[src/design/rpsm_pkg.sv]
// Shared constants and carrier types for the receive port status monitor
package rpsm_pkg;

  // ----------------------------------------------------------------
  // Register offsets
  // ----------------------------------------------------------------
  localparam logic [7:0] ADDR_STS1 = 8'h4d;
  localparam logic [7:0] ADDR_STS2 = 8'h4e;
  localparam logic [7:0] ADDR_FREQ_HI = 8'h4f;
  localparam logic [7:0] ADDR_FREQ_LO = 8'h50;
  localparam logic [7:0] ADDR_PAR_HI = 8'h55;
  localparam logic [7:0] ADDR_PAR_LO = 8'h56;

  // ----------------------------------------------------------------
  // Field positions
  // ----------------------------------------------------------------
  localparam int unsigned STS1_PORT_BIT = 6;
  localparam int unsigned STS1_CRC_BIT = 5;
  localparam int unsigned STS1_LOCKCHG_BIT = 4;
  localparam int unsigned STS1_SEQ_BIT = 3;
  localparam int unsigned STS1_PAR_BIT = 2;
  localparam int unsigned STS1_PASS_BIT = 1;
  localparam int unsigned STS1_LOCK_BIT = 0;
  localparam int unsigned STS2_ENC_BIT = 5;
  localparam int unsigned STS2_SETTLED_BIT = 2;
  localparam int unsigned STS2_NOCLK_BIT = 1;

  // ----------------------------------------------------------------
  // Reset values
  // ----------------------------------------------------------------
  localparam logic [7:0] RESET_BYTE = 8'h00;
  localparam logic [15:0] RESET_WORD = 16'h0000;

  // ----------------------------------------------------------------
  // Timing
  // ----------------------------------------------------------------
  localparam int unsigned REF_CLK_MHZ = 100;
  // Link clock arrives prescaled by this ratio on its pin
  localparam int unsigned FREQ_PRESCALE = 64;
  // Gate chosen so the edge count equals frequency in 1/256 MHz
  localparam int unsigned GATE_TIME_US = FREQ_PRESCALE * 256;
  localparam int unsigned GATE_CYCLES = GATE_TIME_US * REF_CLK_MHZ;
  localparam int unsigned MISS_TIME_US = 10;
  localparam int unsigned MISS_CYCLES = MISS_TIME_US * REF_CLK_MHZ;
  localparam int unsigned SETTLE_TOL = 1;

  // ----------------------------------------------------------------
  // Carriers
  // ----------------------------------------------------------------
  typedef struct packed {
    logic receiver_locked;
    logic rx_pass;
    logic ctrl_channel_crc_fault;
    logic ctrl_channel_sequence_fault;
    logic link_encoding_fault;
    logic parity_error;
  } rpsm_rx_status_t;

  typedef struct packed {
    logic [15:0] freq;
    logic frequency_settled;
    logic input_clock_missing;
  } rpsm_freq_t;

endpackage : rpsm_pkg

[src/design/rpsm_status_monitor.sv]
// Receive port status, error flags and link frequency registers
module rpsm_status_monitor #(
  parameter int unsigned GATE_CYCLES = rpsm_pkg::GATE_CYCLES,
  parameter int unsigned MISS_CYCLES = rpsm_pkg::MISS_CYCLES
) (
  // Clock and reset
  input wire logic clk_sys,
  input wire logic srst,
  // Receiver core status, same clock domain
  input rpsm_pkg::rpsm_rx_status_t rx,
  input wire logic rx_read_port,
  input wire logic [15:0] parity_error_limit,
  // Prescaled link clock pin
  input wire logic link_clk_div,
  // Register read port
  input wire logic [7:0] reg_addr,
  input wire logic reg_rd,
  output logic [7:0] reg_rdata,
  output logic reg_rvalid
);

  // ----------------------------------------------------------------
  // State
  // ----------------------------------------------------------------
  typedef struct packed {
    logic lock_prev;
    logic crc_flag;
    logic lockchg_flag;
    logic seq_flag;
    logic par_flag;
    logic enc_flag;
    logic [15:0] par_cnt;
    logic [7:0] rdata;
    logic rvalid;
  } rpsm_mon_state_t;

  rpsm_mon_state_t s_r;
  rpsm_mon_state_t s_nxt;
  rpsm_pkg::rpsm_freq_t meas;

  logic rd_sts1;
  logic rd_sts2;
  logic rd_par_lo;
  logic lock_rise;
  logic par_clear;
  logic [15:0] cnt_base;
  logic [7:0] sts1;
  logic [7:0] sts2;
  logic [7:0] rd_byte;

  function automatic logic hit(input logic rd, input logic [7:0] addr,
                               input logic [7:0] off);
    hit = rd && (addr == off);
  endfunction

  // ----------------------------------------------------------------
  // Frequency meter
  // ----------------------------------------------------------------
  rpsm_freq_meter #(
    .GATE_CYCLES(GATE_CYCLES),
    .MISS_CYCLES(MISS_CYCLES)
  ) u_freq (
    .clk_sys(clk_sys),
    .srst(srst),
    .link_clk_div(link_clk_div),
    .meas(meas)
  );

  // ----------------------------------------------------------------
  // Register images
  // ----------------------------------------------------------------
  always_comb begin
    sts1 = rpsm_pkg::RESET_BYTE;
    sts1[rpsm_pkg::STS1_PORT_BIT] = rx_read_port;
    sts1[rpsm_pkg::STS1_CRC_BIT] = s_r.crc_flag;
    sts1[rpsm_pkg::STS1_LOCKCHG_BIT] = s_r.lockchg_flag;
    sts1[rpsm_pkg::STS1_SEQ_BIT] = s_r.seq_flag;
    sts1[rpsm_pkg::STS1_PAR_BIT] = s_r.par_flag;
    sts1[rpsm_pkg::STS1_PASS_BIT] = rx.rx_pass;
    sts1[rpsm_pkg::STS1_LOCK_BIT] = rx.receiver_locked;
    sts2 = rpsm_pkg::RESET_BYTE;
    sts2[rpsm_pkg::STS2_ENC_BIT] = s_r.enc_flag;
    sts2[rpsm_pkg::STS2_SETTLED_BIT] = meas.frequency_settled;
    sts2[rpsm_pkg::STS2_NOCLK_BIT] = meas.input_clock_missing;
  end

  // ----------------------------------------------------------------
  // Read mux
  // ----------------------------------------------------------------
  always_comb begin
    unique case (reg_addr)
      rpsm_pkg::ADDR_STS1: rd_byte = sts1;
      rpsm_pkg::ADDR_STS2: rd_byte = sts2;
      rpsm_pkg::ADDR_FREQ_HI: rd_byte = meas.freq[15:8];
      rpsm_pkg::ADDR_FREQ_LO: rd_byte = meas.freq[7:0];
      rpsm_pkg::ADDR_PAR_HI: rd_byte = s_r.par_cnt[15:8];
      rpsm_pkg::ADDR_PAR_LO: rd_byte = s_r.par_cnt[7:0];
      // Unmapped offsets read as zero
      default: rd_byte = rpsm_pkg::RESET_BYTE;
    endcase
  end

  // ----------------------------------------------------------------
  // Next state
  // ----------------------------------------------------------------
  always_comb begin
    s_nxt = s_r;
    rd_sts1 = hit(reg_rd, reg_addr, rpsm_pkg::ADDR_STS1);
    rd_sts2 = hit(reg_rd, reg_addr, rpsm_pkg::ADDR_STS2);
    rd_par_lo = hit(reg_rd, reg_addr, rpsm_pkg::ADDR_PAR_LO);
    lock_rise = rx.receiver_locked & ~s_r.lock_prev;

    // Read answer, one cycle after the strobe
    s_nxt.rvalid = reg_rd;
    if (reg_rd) begin
      s_nxt.rdata = rd_byte;
    end

    // Latched flags: an event in the clearing cycle survives
    s_nxt.lock_prev = rx.receiver_locked;
    s_nxt.crc_flag = (s_r.crc_flag & ~rd_sts1) | rx.ctrl_channel_crc_fault;
    s_nxt.lockchg_flag = (s_r.lockchg_flag & ~rd_sts1) |
                         (rx.receiver_locked ^ s_r.lock_prev);
    s_nxt.seq_flag = (s_r.seq_flag & ~rd_sts1) | rx.ctrl_channel_sequence_fault;
    s_nxt.enc_flag = (s_r.enc_flag & ~rd_sts2) | rx.link_encoding_fault;

    // Parity count restarts on a low-byte read or on fresh lock
    par_clear = rd_par_lo | lock_rise;
    cnt_base = par_clear ? rpsm_pkg::RESET_WORD : s_r.par_cnt;
    if (rx.parity_error && cnt_base != 16'hffff) begin
      s_nxt.par_cnt = cnt_base + 16'h0001;
    end else begin
      s_nxt.par_cnt = cnt_base;
    end

    // Status read does not touch this flag; only a count clear does
    s_nxt.par_flag = (s_r.par_flag & ~par_clear) |
                     (s_nxt.par_cnt > parity_error_limit);
  end

  // ----------------------------------------------------------------
  // State register
  // ----------------------------------------------------------------
  always_ff @(posedge clk_sys) begin
    if (srst) begin
      s_r <= '0;
    end else begin
      s_r <= s_nxt;
    end
  end

  assign reg_rdata = s_r.rdata;
  assign reg_rvalid = s_r.rvalid;

endmodule // rpsm_status_monitor

[src/design/rpsm_freq_meter.sv]
// Link frequency meter timed from the reference clock
module rpsm_freq_meter #(
  parameter int unsigned GATE_CYCLES = rpsm_pkg::GATE_CYCLES,
  parameter int unsigned MISS_CYCLES = rpsm_pkg::MISS_CYCLES
) (
  // Clock and reset
  input wire logic clk_sys,
  input wire logic srst,
  // Prescaled link clock pin
  input wire logic link_clk_div,
  // Measurement
  output rpsm_pkg::rpsm_freq_t meas
);

  localparam int unsigned GW = $clog2(GATE_CYCLES + 1);
  localparam int unsigned MW = $clog2(MISS_CYCLES + 1);
  localparam logic [GW-1:0] GATE_LAST = GW'(GATE_CYCLES - 1);
  localparam logic [MW-1:0] MISS_LAST = MW'(MISS_CYCLES - 1);
  localparam logic [15:0] TOL = 16'(rpsm_pkg::SETTLE_TOL);

  typedef struct packed {
    logic sync1;
    logic sync2;
    logic prev;
    logic [GW-1:0] gate_cnt;
    logic [15:0] edge_cnt;
    logic [MW-1:0] miss_cnt;
    logic [15:0] result;
    logic have_prev;
    logic settled;
    logic missing;
  } rpsm_fm_state_t;

  rpsm_fm_state_t s_r;
  rpsm_fm_state_t s_nxt;
  logic edge_seen;

  function automatic logic [15:0] abs_diff(input logic [15:0] a, input logic [15:0] b);
    abs_diff = (a > b) ? (a - b) : (b - a);
  endfunction

  // ----------------------------------------------------------------
  // Next state
  // ----------------------------------------------------------------
  always_comb begin
    s_nxt = s_r;
    s_nxt.sync1 = link_clk_div;
    s_nxt.sync2 = s_r.sync1;
    s_nxt.prev = s_r.sync2;
    edge_seen = s_r.sync2 & ~s_r.prev;
    // Gate length is counted in reference cycles, so the result scales with it
    if (s_r.gate_cnt == GATE_LAST) begin
      s_nxt.gate_cnt = '0;
      s_nxt.result = s_r.edge_cnt;
      s_nxt.edge_cnt = {15'h0000, edge_seen};
      s_nxt.have_prev = 1'b1;
      s_nxt.settled = s_r.have_prev && !s_r.missing &&
                      (abs_diff(s_r.edge_cnt, s_r.result) <= TOL);
    end else begin
      s_nxt.gate_cnt = s_r.gate_cnt + GW'(1);
      if (edge_seen && s_r.edge_cnt != 16'hffff) begin
        s_nxt.edge_cnt = s_r.edge_cnt + 16'h0001;
      end
    end
    if (edge_seen) begin
      s_nxt.miss_cnt = '0;
      s_nxt.missing = 1'b0;
    end else if (s_r.miss_cnt == MISS_LAST) begin
      s_nxt.missing = 1'b1;
    end else begin
      s_nxt.miss_cnt = s_r.miss_cnt + MW'(1);
    end
    // A lost clock invalidates any earlier settled verdict
    if (s_nxt.missing) begin
      s_nxt.settled = 1'b0;
      s_nxt.have_prev = 1'b0;
    end
  end

  always_ff @(posedge clk_sys) begin
    if (srst) begin
      s_r <= '0;
    end else begin
      s_r <= s_nxt;
    end
  end

  // One driver for the whole carrier: result, settled, missing
  assign meas = {s_r.result, s_r.settled, s_r.missing};

endmodule // rpsm_freq_meter

[config.mk]
export PLATFORM = sky130hd
export DESIGN_NAME = rpsm_status_monitor
export DESIGN_NICKNAME = d
export VERILOG_FILES = /design/src/design/rpsm_pkg.sv /design/src/design/rpsm_status_monitor.sv /design/src/design/rpsm_freq_meter.sv
export SDC_FILE = /design/constraint.sdc
export NUM_CORES = 1
export LEC_CHECK = 0
export ABC_AREA = 1
export CAP_MARGIN = 20
export CORE_MARGIN = 8
export CORE_UTILIZATION = 50
export CTS_CLUSTER_DIAMETER = 40
export CTS_CLUSTER_SIZE = 30
export DETAILED_ROUTE_END_ITERATION = 10
export DONT_BUFFER_PORTS = 1
export GPL_ROUTABILITY_DRIVEN = 1
export GPL_TIMING_DRIVEN = 0
export PLACE_DENSITY_LB_ADDON = 0.12
export SKIP_LAST_GASP = 1
export SYNTH_ARGS = -nofsm -noshare
export SYNTH_HDL_FRONTEND = slang
export SYNTH_SLANG_ARGS = --single-unit
[constraint.sdc]
create_clock -name clk_sys -period 3.35 [get_ports clk_sys]
set_input_delay 0.1675 -clock clk_sys [delete_from_list [all_inputs] [get_ports clk_sys]]
set_output_delay 0.1675 -clock clk_sys [all_outputs]
set_load 0.02 [all_outputs]
==> impl_metrics.ini, run 1 <==
[status]
outcome = complete, no violations

[setup_path]
r2r-start = s_r[30]
path_max_fanout = 8
crit_path_start_kind = register
arrival_ps = 3390
worstSetupPathType = register to register
end_kind = register
startpoint = s_r[30]
cp.required_ps = 3550

[die]
start_util = 0.507
die_h_um = 137
io_pins = 44
core_area_um2 = 14400
core.rowCount = 44
die-area_um2 = 18800
die_width_um = 137

[flow_run]
maxCapViolations = 0

[place]
place_congestion = 0.923
portBuffers = 0
dpl.hpwl_um = 15200
pre_cts_ws_ps = -330

[clock_network]
clk_latency_ps = 350
clkTransAtPathRegs_ps = 70
clock_path_buffers = 2
cts_tree = built
h-tree-depth = 3
cts_inserted_buffers = 9
cts_sinks = 100
cts-root-buf = clkbuf_16

[drt]
wl_met3_um = 1000
routed_wl_um = 19200
top_layer = met4
drt_iter0_drc = 496
post-route-drc-count = 0
drt_pass1_iterations = 5
wl_per_cell_um = 13.7
drtAntennaViolNets = 0
wl_met2_um = 8630
wl_met1_um = 9100
post_drt_via_cell_ratio = 5.17
vias = 7222

[sta]
slew_viol_final = 0
skew_ps = 8.48
hold_viol_final = 0
fmaxAchievable_ghz = 0.313
fin_crit_ps = 3190
setup_viol = 0
period_share = 0.952
worst_pin_slew_ps = 670
slew_headroom = 0.554
hold_ws_ps = 36.5
worst_slack_ps = 160

[synthesis]
ys.warnings.count = 0
ys_async_sr_fraction = 0
ys_ff_latch = 100
netlist_instances = 1181
ys.flop_type = dfxtp_1
syn_area_per_cell_um2 = 6.20
netlist_area_um2 = 7320
ys_types = 46
synth_edf_count = 0
syn-num-nets = 1270
seq_area_frac_synth = 0.274

[finish]
final_util = 0.561
drive_gt1_frac = 0.0692
nets = 1299
n_antenna_cell = 0
area_delta_synth_final_pct = 10.6

[power_and_ir_drop]
p_leak_nw = 3.93
ir_drop_mv = 0.257
power_w = 0.00260
power_density_nw_per_um2 = 321

[global_routing]
grtUsageTotal = 0.209
antenna_found_initial = 0
grt_overflow = 0
grt_pass1_vias = 6575
grt_pass1_wl_um = 31600
grt_max_degree = 17

[min_path]
hp-class = input pin to register
hp-start = reg_rd
-- logic make-up after synthesis --
kind of cell / synth area share
xor gates and xnor gates: 0.0215
adders and majority gates: 0.0944
AOI/OAI and AO/OA: 0.111
buffers and inverters: 0.129
DFF: 0.274
and+or+nand+nor: 0.371
-- area by class of cell --
type | instances | area, um^2
buffer | 26 | 164
clock buffer | 9 | 225
clock inverter | 5 | 60.1
fill | 1494 | 6330
inverter | 210 | 793
multi-input combinational | 845 | 4470
sequential | 100 | 2000
tap | 184 | 230
timing repair buffer | 18 | 148
-- path summary, 6_finish.rpt --
check	to	slack, ps	cells after the start
min	reg_rvalid	40	2
max	s_r[26]	160	25
min reg2reg	u_freq.s_nxt[66]	410	2
max reg2reg	s_r[26]	160	25
-- cell usage after synthesis, types with 2 or more instances --
| cell | count | share of area |
|---|---|---|
| a211oi_1 | 22 | 0.023 |
| a21oi_1 | 66 | 0.045 |
| a31oi_1 | 2 | 0.0017 |
| buf_2 | 4 | 0.0027 |
| buf_4 | 8 | 0.0082 |
| buf_6 | 3 | 0.0046 |
| clkbuf_1 | 11 | 0.0056 |
| clkinv_1 | 2 | 0.0010 |
| dfxtp_1 | 100 | 0.27 |
| fa_1 | 2 | 0.0055 |
| ha_1 | 52 | 0.089 |
| inv_1 | 205 | 0.11 |
| inv_2 | 2 | 0.0010 |
| nand2_1 | 335 | 0.17 |
| nand2_2 | 3 | 0.0026 |
| nand2_4 | 3 | 0.0046 |
| nand3_1 | 76 | 0.052 |
| nand3b_1 | 3 | 0.0031 |
| nand4_1 | 21 | 0.018 |
| nor2_1 | 136 | 0.070 |
| nor2_2 | 4 | 0.0034 |
| nor3_1 | 29 | 0.020 |
| nor3b_1 | 5 | 0.0051 |
| nor4_1 | 4 | 0.0034 |
| o211ai_1 | 2 | 0.0021 |
| o21a_1 | 2 | 0.0021 |
| o21ai_0 | 30 | 0.021 |
| o21bai_1 | 2 | 0.0021 |
| o221ai_1 | 2 | 0.0024 |
| o22ai_1 | 7 | 0.0060 |
| or2_2 | 7 | 0.0060 |
| xnor2_1 | 3 | 0.0036 |
| xor2_1 | 15 | 0.018 |
-- placed cells by master, fill, tap and decap left out, types with 3 or more instances in the layout --
master,synthesis,layout
or2_2,7,7
nor2_1,136,134
clkbuf_16,0,9
nand4_1,21,21
o22ai_1,7,7
buf_4,8,21
inv_2,2,3
nand3_1,76,76
ha_1,52,49
o21ai_0,30,30
nor3_1,29,27
nor4_1,4,4
nand2_2,3,5
clkbuf_1,11,11
dlygate4sd3_1,0,5
buf_2,4,4
xor2_1,15,15
nor3b_1,5,5
a21oi_1,66,65
dfxtp_1,100,100
inv_1,205,203
nand2_1,335,331
nand3b_1,3,3
nand2_4,3,4
xnor2_1,3,3
a211oi_1,22,21
nor2_2,4,4
-- where the power goes --
part | internal [W] | switching (W) | total, W
Combinational | 0.000124 | 0.000202 | 0.000327
Clock | 0.000575 | 0.000458 | 0.00103
Sequential | 0.00121 | 0.0000214 | 0.00124
Total | 0.00191 | 0.000682 | 0.00260
-- registers in the layout, indices dropped and copies added (netlist names) --
signal and cells:
s_r 22, reg_rdata 8, u_freq.meas 18, u_freq.s_r 49
reg_rvalid 1, u_freq.s_nxt 2
-- critical path, stage by stage, from the launching register on --
cell and delay, ps:
dfxtp_1 310, inv_1 40, ha_2 160, inv_2 60, nand2_4 70, buf_12 150
nor2_8 130, ha_4 160, nand2_4 70, nor2_4 150, and2_4 180, nand2_4 70
nand2_8 90, inv_4 40, buf_6 130, nand2_1 80, nand2_2 70, inv_2 70
ha_4 200, a21oi_4 140, nor2_2 50, a211oi_2 190, o221a_2 230, nand2_1 60
nand2_2 80, a21oi_1 70
-- layer usage --
| metal | vias to the layer above | track usage |
|---|---|---|
| li1 | 3809 | - |
| met1 | 3201 | 0.279 |
| met2 | 180 | 0.332 |
| met3 | 32 | 0.0327 |
| met4 | 0 | 0.0797 |
| met5 | - | 0 |
-- repair_timing --
| item | 4_1_cts | 5_1_grt |
|---|---|---|
| setup buffers | 3 | 10 |
| setup endpoints to repair | 1 | 1 |
| hold endpoints to repair | 5 | 0 |
| pin swaps | 3 | 10 |
| gates resized for setup | 5 | 20 |
| hold buffers | 5 | 0 |
-- per-stage QoR --
step	TNS, ps	cells	instance area, um^2
detailed placement	-330	1365	7550
floorplan	0	1181	7320
global placement	-364	1365	7550
global route	-23.0	1397	8090
finish	0	1397	8090
CTS	0	1387	7930
Note: power is estimated with default switching activity, not from simulation.
==> run 2: changes to the inputs <==
--- a/config.mk
+++ b/config.mk
@@ -15,7 +15,7 @@
 export DONT_BUFFER_PORTS = 1
 export GPL_ROUTABILITY_DRIVEN = 1
 export GPL_TIMING_DRIVEN = 0
-export PLACE_DENSITY_LB_ADDON = 0.12
+export PLACE_DENSITY_LB_ADDON = 0.05
 export SKIP_LAST_GASP = 1
 export SYNTH_ARGS = -nofsm -noshare
 export SYNTH_HDL_FRONTEND = slang
==> impl_metrics.ini, run 2 (synthesis results as in run 1) <==
[clock_network]
cts_inserted_buffers = 9
cts_sinks = 100
clock_path_buffers = 2
cts-root-buf = clkbuf_16
cts_tree = built
clk_latency_ps = 360
h-tree-depth = 3
clkTransAtPathRegs_ps = 70

[setup_path]
arrival_ps = 3450
worstSetupPathType = register to register
r2r_end = s_r[26]
cp.required_ps = 3640
end_kind = register
crit_path_start_kind = register
r2r-start = s_r[30]
rrSetupSlack_ps = 190
path_max_fanout = 6
r2r_cells = 25

[finish]
instances_no_fill = 1399
seq_area_um2 = 2000
largest_reg_flops = 49
multi_input_area_um2 = 4480
fillers = 1506
final_common_cell = nand2_1
regMostFlops = u_freq.s_r
n_antenna_cell = 0
nets = 1299
drive_gt1_frac = 0.0733
final_cell_mix = nand2_1, inv_1, nor2_1
area_delta_synth_final_pct = 11.2

[power_and_ir_drop]
ir_drop_mv = 0.436
power_density_nw_per_um2 = 330
p_leak_nw = 3.92

[place]
pre_cts_ws_ps = -232
dp.cells = 1365
place_congestion = 0.935
dpl.hpwl_um = 15500
portBuffers = 0

[drt]
wl_per_cell_um = 13.9
drt_iter0_drc = 445
post-route-drc-count = 0
vias = 7251
drt_pass1_iterations = 5
routed_wl_um = 19500
drtAntennaViolNets = 0
post_drt_via_cell_ratio = 5.18

[die]
core_area_um2 = 14400
die-area_um2 = 18800
io_pins = 44
die_width_um = 137
start_util = 0.507
die_h_um = 137
core.rowCount = 44

[global_routing]
grt_max_degree = 19
grt_overflow = 0
grt_pass1_vias = 6803
antenna_found_initial = 0
grt_pass1_wl_um = 32200
grtUsageTotal = 0.214

[flow_run]
maxCapViolations = 0

[sta]
fin_crit_ps = 3160
period_share = 0.943
finalSetupTns_ps = 0
slew_viol_final = 0
worst_pin_slew_ps = 638
worst_slack_ps = 190
skew_ps = 9.83
fmaxAchievable_ghz = 0.316
setup_viol = 0
slew_headroom = 0.572
hold_viol_final = 0
rsz0062_at_grt = false

[min_path]
hp-start = reg_rd
hold_path_depth = 2
hp-class = input pin to register
whs_endpoint = reg_rvalid

[status]
outcome = complete, no violations
## run 2: changes by cell type in the layout (fill, tap and decap cells not counted), sizes merged
| cell | delta |
|---|---|
| buf | -1 |
| clkinvlp | -1 |
| inv | +1 |
| dlygate4sd3 | +1 |
| clkinv | +1 |
| clkbuf | +1 |
## run 2: cell type report
type | count | share of cell area
tap | 184 | 0.0283
buffer | 26 | 0.0206
sequential | 100 | 0.246
clock inverter | 6 | 0.00938
timing repair buffer | 18 | 0.0185
inverter | 210 | 0.0972
multi-input combinational | 845 | 0.551
clock buffer | 10 | 0.0294
## run 2: per-layer routing
layer	share of wire	track usage	up-vias	wire length, um
met1	0.46	0.266	3229	9050
met3	0.056	0.0470	47	1090
met5	0	0	-	0
li1	-	-	3791	-
met2	0.45	0.351	184	8730
met4	0.032	0.0893	0	614
## run 2: timing repair
action	4_1_cts	5_1_grt
endpoints found under the hold margin	6	0
endpoints found under the setup margin	1	1
setup buffers	4	8
gates resized for setup	9	18
hold buffers	6	0
pin swaps	6	13
## run 2: where the power goes
part	internal (W)	switching (W)	total, W	leakage (nW)
Clock	0.000614	0.000506	0.00112	0.156
Combinational	0.000125	0.000203	0.000328	2.95
Sequential	0.00121	0.0000206	0.00123	0.812
Total	0.00195	0.000730	0.00268	3.92
## run 2: critical path, stage by stage, from the launching register on
cell and delay (ps):
dfxtp_1 320, inv_1 40, ha_1 180, inv_2 70, nand2_4 70, buf_12 140, nor2_4 140, ha_4 160
nand2_2 80, nor2_4 140, and2_4 160, nand2_2 70, nand2_4 110, buf_4 120, buf_4 110, nand2_1 60
o21ai_2 70, inv_1 70, ha_1 270, nand2_1 70, o21a_1 190, o221ai_1 140, nand2_1 70, nand2_1 80
nand2_2 70, a21oi_1 120
## run 2: how the worst max path moves through the flow
| stage | end | from |
|---|---|---|
| after global routing | s_r[26] | s_r[30] |
| after floorplan | s_r[26] | reg_addr[7] |
| after CTS | s_r[26] | s_r[30] |
| after detailed placement | s_r[26] | reg_addr[7] |
| final | s_r[26] | s_r[30] |
| after global placement | s_r[26] | reg_addr[7] |
## run 2: stage by stage
step / hold slack [ps] / area [um^2] / total power (W) / util
final: 11.2 / 8140 / 0.00268 / 0.564
after global routing: 28.0 / 8140 / 0.00279 / 0.564
after CTS: 11.1 / 7990 / 0.00268 / 0.554
after detailed placement: 279 / 7550 / 0.00156 / 0.523
after global placement: 279 / 7550 / 0.00155 / 0.523
after floorplan: 274 / 7320 / 0.00149 / -
==> run 3: changes to the inputs <==
--- a/config.mk
+++ b/config.mk
@@ -8,7 +8,7 @@
 export ABC_AREA = 1
 export CAP_MARGIN = 20
 export CORE_MARGIN = 8
-export CORE_UTILIZATION = 50
+export CORE_UTILIZATION = 45
 export CTS_CLUSTER_DIAMETER = 40
 export CTS_CLUSTER_SIZE = 30
 export DETAILED_ROUTE_END_ITERATION = 10
==> impl_metrics.ini, run 3 (synthesis results as in run 1) <==
[status]
outcome = complete, no violations

[sta]
hold_viol_final = 0
fmaxAchievable_ghz = 0.314
slew_headroom = 0.557
setup_viol = 0
fin_crit_ps = 3180
slew_viol_final = 0
skew_ps = 9.22
worst_pin_slew_ps = 660
hold_ws_ps = 11.6
finalSetupTns_ps = 0
period_share = 0.950

[drt]
routed_wl_um = 20000
drtAntennaViolNets = 0
drt_iter0_drc = 415
vias = 7125
wl_per_cell_um = 14.0
post-route-drc-count = 0
drt_pass1_iterations = 5
post_drt_via_cell_ratio = 5.00

[power_and_ir_drop]
power_density_nw_per_um2 = 328
p_leak_nw = 3.91
net-switching-power_w = 0.000715
switching_share = 0.269
ir_drop_mv = 0.275
combinationalPowerShare = 0.120
clkPwrFrac = 0.414
seqPwrFrac = 0.466
p_int_w = 0.00194

[finish]
regMostFlops = u_freq.s_r
largest_reg_flops = 49
drive_gt1_frac = 0.0646
fillers = 1742
instances_no_fill = 1424
area_delta_synth_final_pct = 10.5
final_cell_mix = nand2_1, inv_1, nor2_1
nets = 1293
final_common_cell = nand2_1
n_antenna_cell = 0

[die]
start_util = 0.461
core.rowCount = 46
die_h_um = 144
die-area_um2 = 20600
core_area_um2 = 15900
die_width_um = 144
io_pins = 44

[setup_path]
end_kind = register
path_max_fanout = 10
crit_path_start_kind = register
arrival_ps = 3400
cp.required_ps = 3570
worstSetupPathType = register to register

[clock_network]
h-tree-depth = 3
cts_tree = built
clock_path_buffers = 2
cts_sinks = 100
cts_inserted_buffers = 9
clk_latency_ps = 360
cts-root-buf = clkbuf_16
clkTransAtPathRegs_ps = 70

[place]
portBuffers = 0
place_congestion = 0.910
dpl.hpwl_um = 16100
dp.cells = 1397

[global_routing]
antenna_found_initial = 0
grt_pass1_wl_um = 33100
grt_pass1_vias = 6709
grtUsageTotal = 0.202
grt_overflow = 0
grt_max_degree = 18

[flow_run]
maxCapViolations = 0

[min_path]
hp-class = input pin to register
==> run 3: power groups by stage <==
stage	clock network, W	logic (W)	registers [W]
floorplan	0	0.000230	0.00126
global placement	0	0.000295	0.00126
detailed placement	0	0.000298	0.00126
CTS	0.00112	0.000306	0.00124
global route	0.00118	0.000369	0.00124
finish	0.00110	0.000320	0.00124
==> run 3: worst paths after layout <==
path | slack, ps | from | cells after the start | endpoint
worst max-delay path | 170 | s_r[30] | 25 | s_r[26]
worst min-delay path | 10 | rx[0] | 2 | s_r[17]
worst max register to register | 170 | s_r[30] | 25 | s_r[26]
worst min register to register | 400 | u_freq.s_nxt[67] | 2 | u_freq.s_nxt[66]
==> run 3: through the flow <==
stage	util	setup slack (ps)	total power [W]	area (um^2)
2_1_floorplan	-	333	0.00149	7320
3_3_place_gp	0.478	-302	0.00156	7590
3_5_place_dp	0.478	-255	0.00156	7590
4_1_cts	0.502	1.09	0.00266	7980
5_1_grt	0.509	-18.7	0.00279	8090
6_report	0.509	167	0.00265	8090
==> run 3: timing repair <==
item                                    4_1_cts  5_1_grt
endpoints found under the setup margin        1        1
pin swaps                                     3        9
gates resized for setup                       5       16
buffers inserted                              2        5
hold endpoints to repair                      5        0
hold buffers                                  5        0
==> run 3: per-layer routing <==
| metal | GRT usage | wire length (um) | part of all wire |
|---|---|---|---|
| met2 | 0.330 | 8970 | 0.45 |
| met4 | 0.0797 | 484 | 0.024 |
| met1 | 0.262 | 9800 | 0.49 |
| met3 | 0.0328 | 747 | 0.037 |
| met5 | 0 | 0 | 0 |
==> run 3: critical path, stage by stage, from the launching register on <==
cell	delay, ps
dfxtp_1	310
inv_1	40
ha_1	180
inv_2	70
nand2_4	70
buf_12	150
nor2_8	130
ha_4	160
nand2_4	70
nor2_4	140
and2_4	170
nand2_2	70
nand2_4	100
inv_2	50
buf_6	140
nand2_2	70
nand2_2	60
inv_2	70
ha_4	200
a21oi_2	120
nor2_1	40
a211oi_1	200
o221a_2	230
nand2_1	60
nand2_2	80
a21oi_1	60
==> run 3: final cells by class <==
cell class / count / area [um^2] / area share
timing repair buffer: 12 / 103 / 0.0127
inverter: 210 / 791 / 0.0978
clock inverter: 5 / 67.6 / 0.00836
clock buffer: 10 / 239 / 0.0296
sequential: 100 / 2000 / 0.248
multi-input combinational: 845 / 4450 / 0.550
tap: 216 / 270 / 0.0334
buffer: 26 / 164 / 0.0203
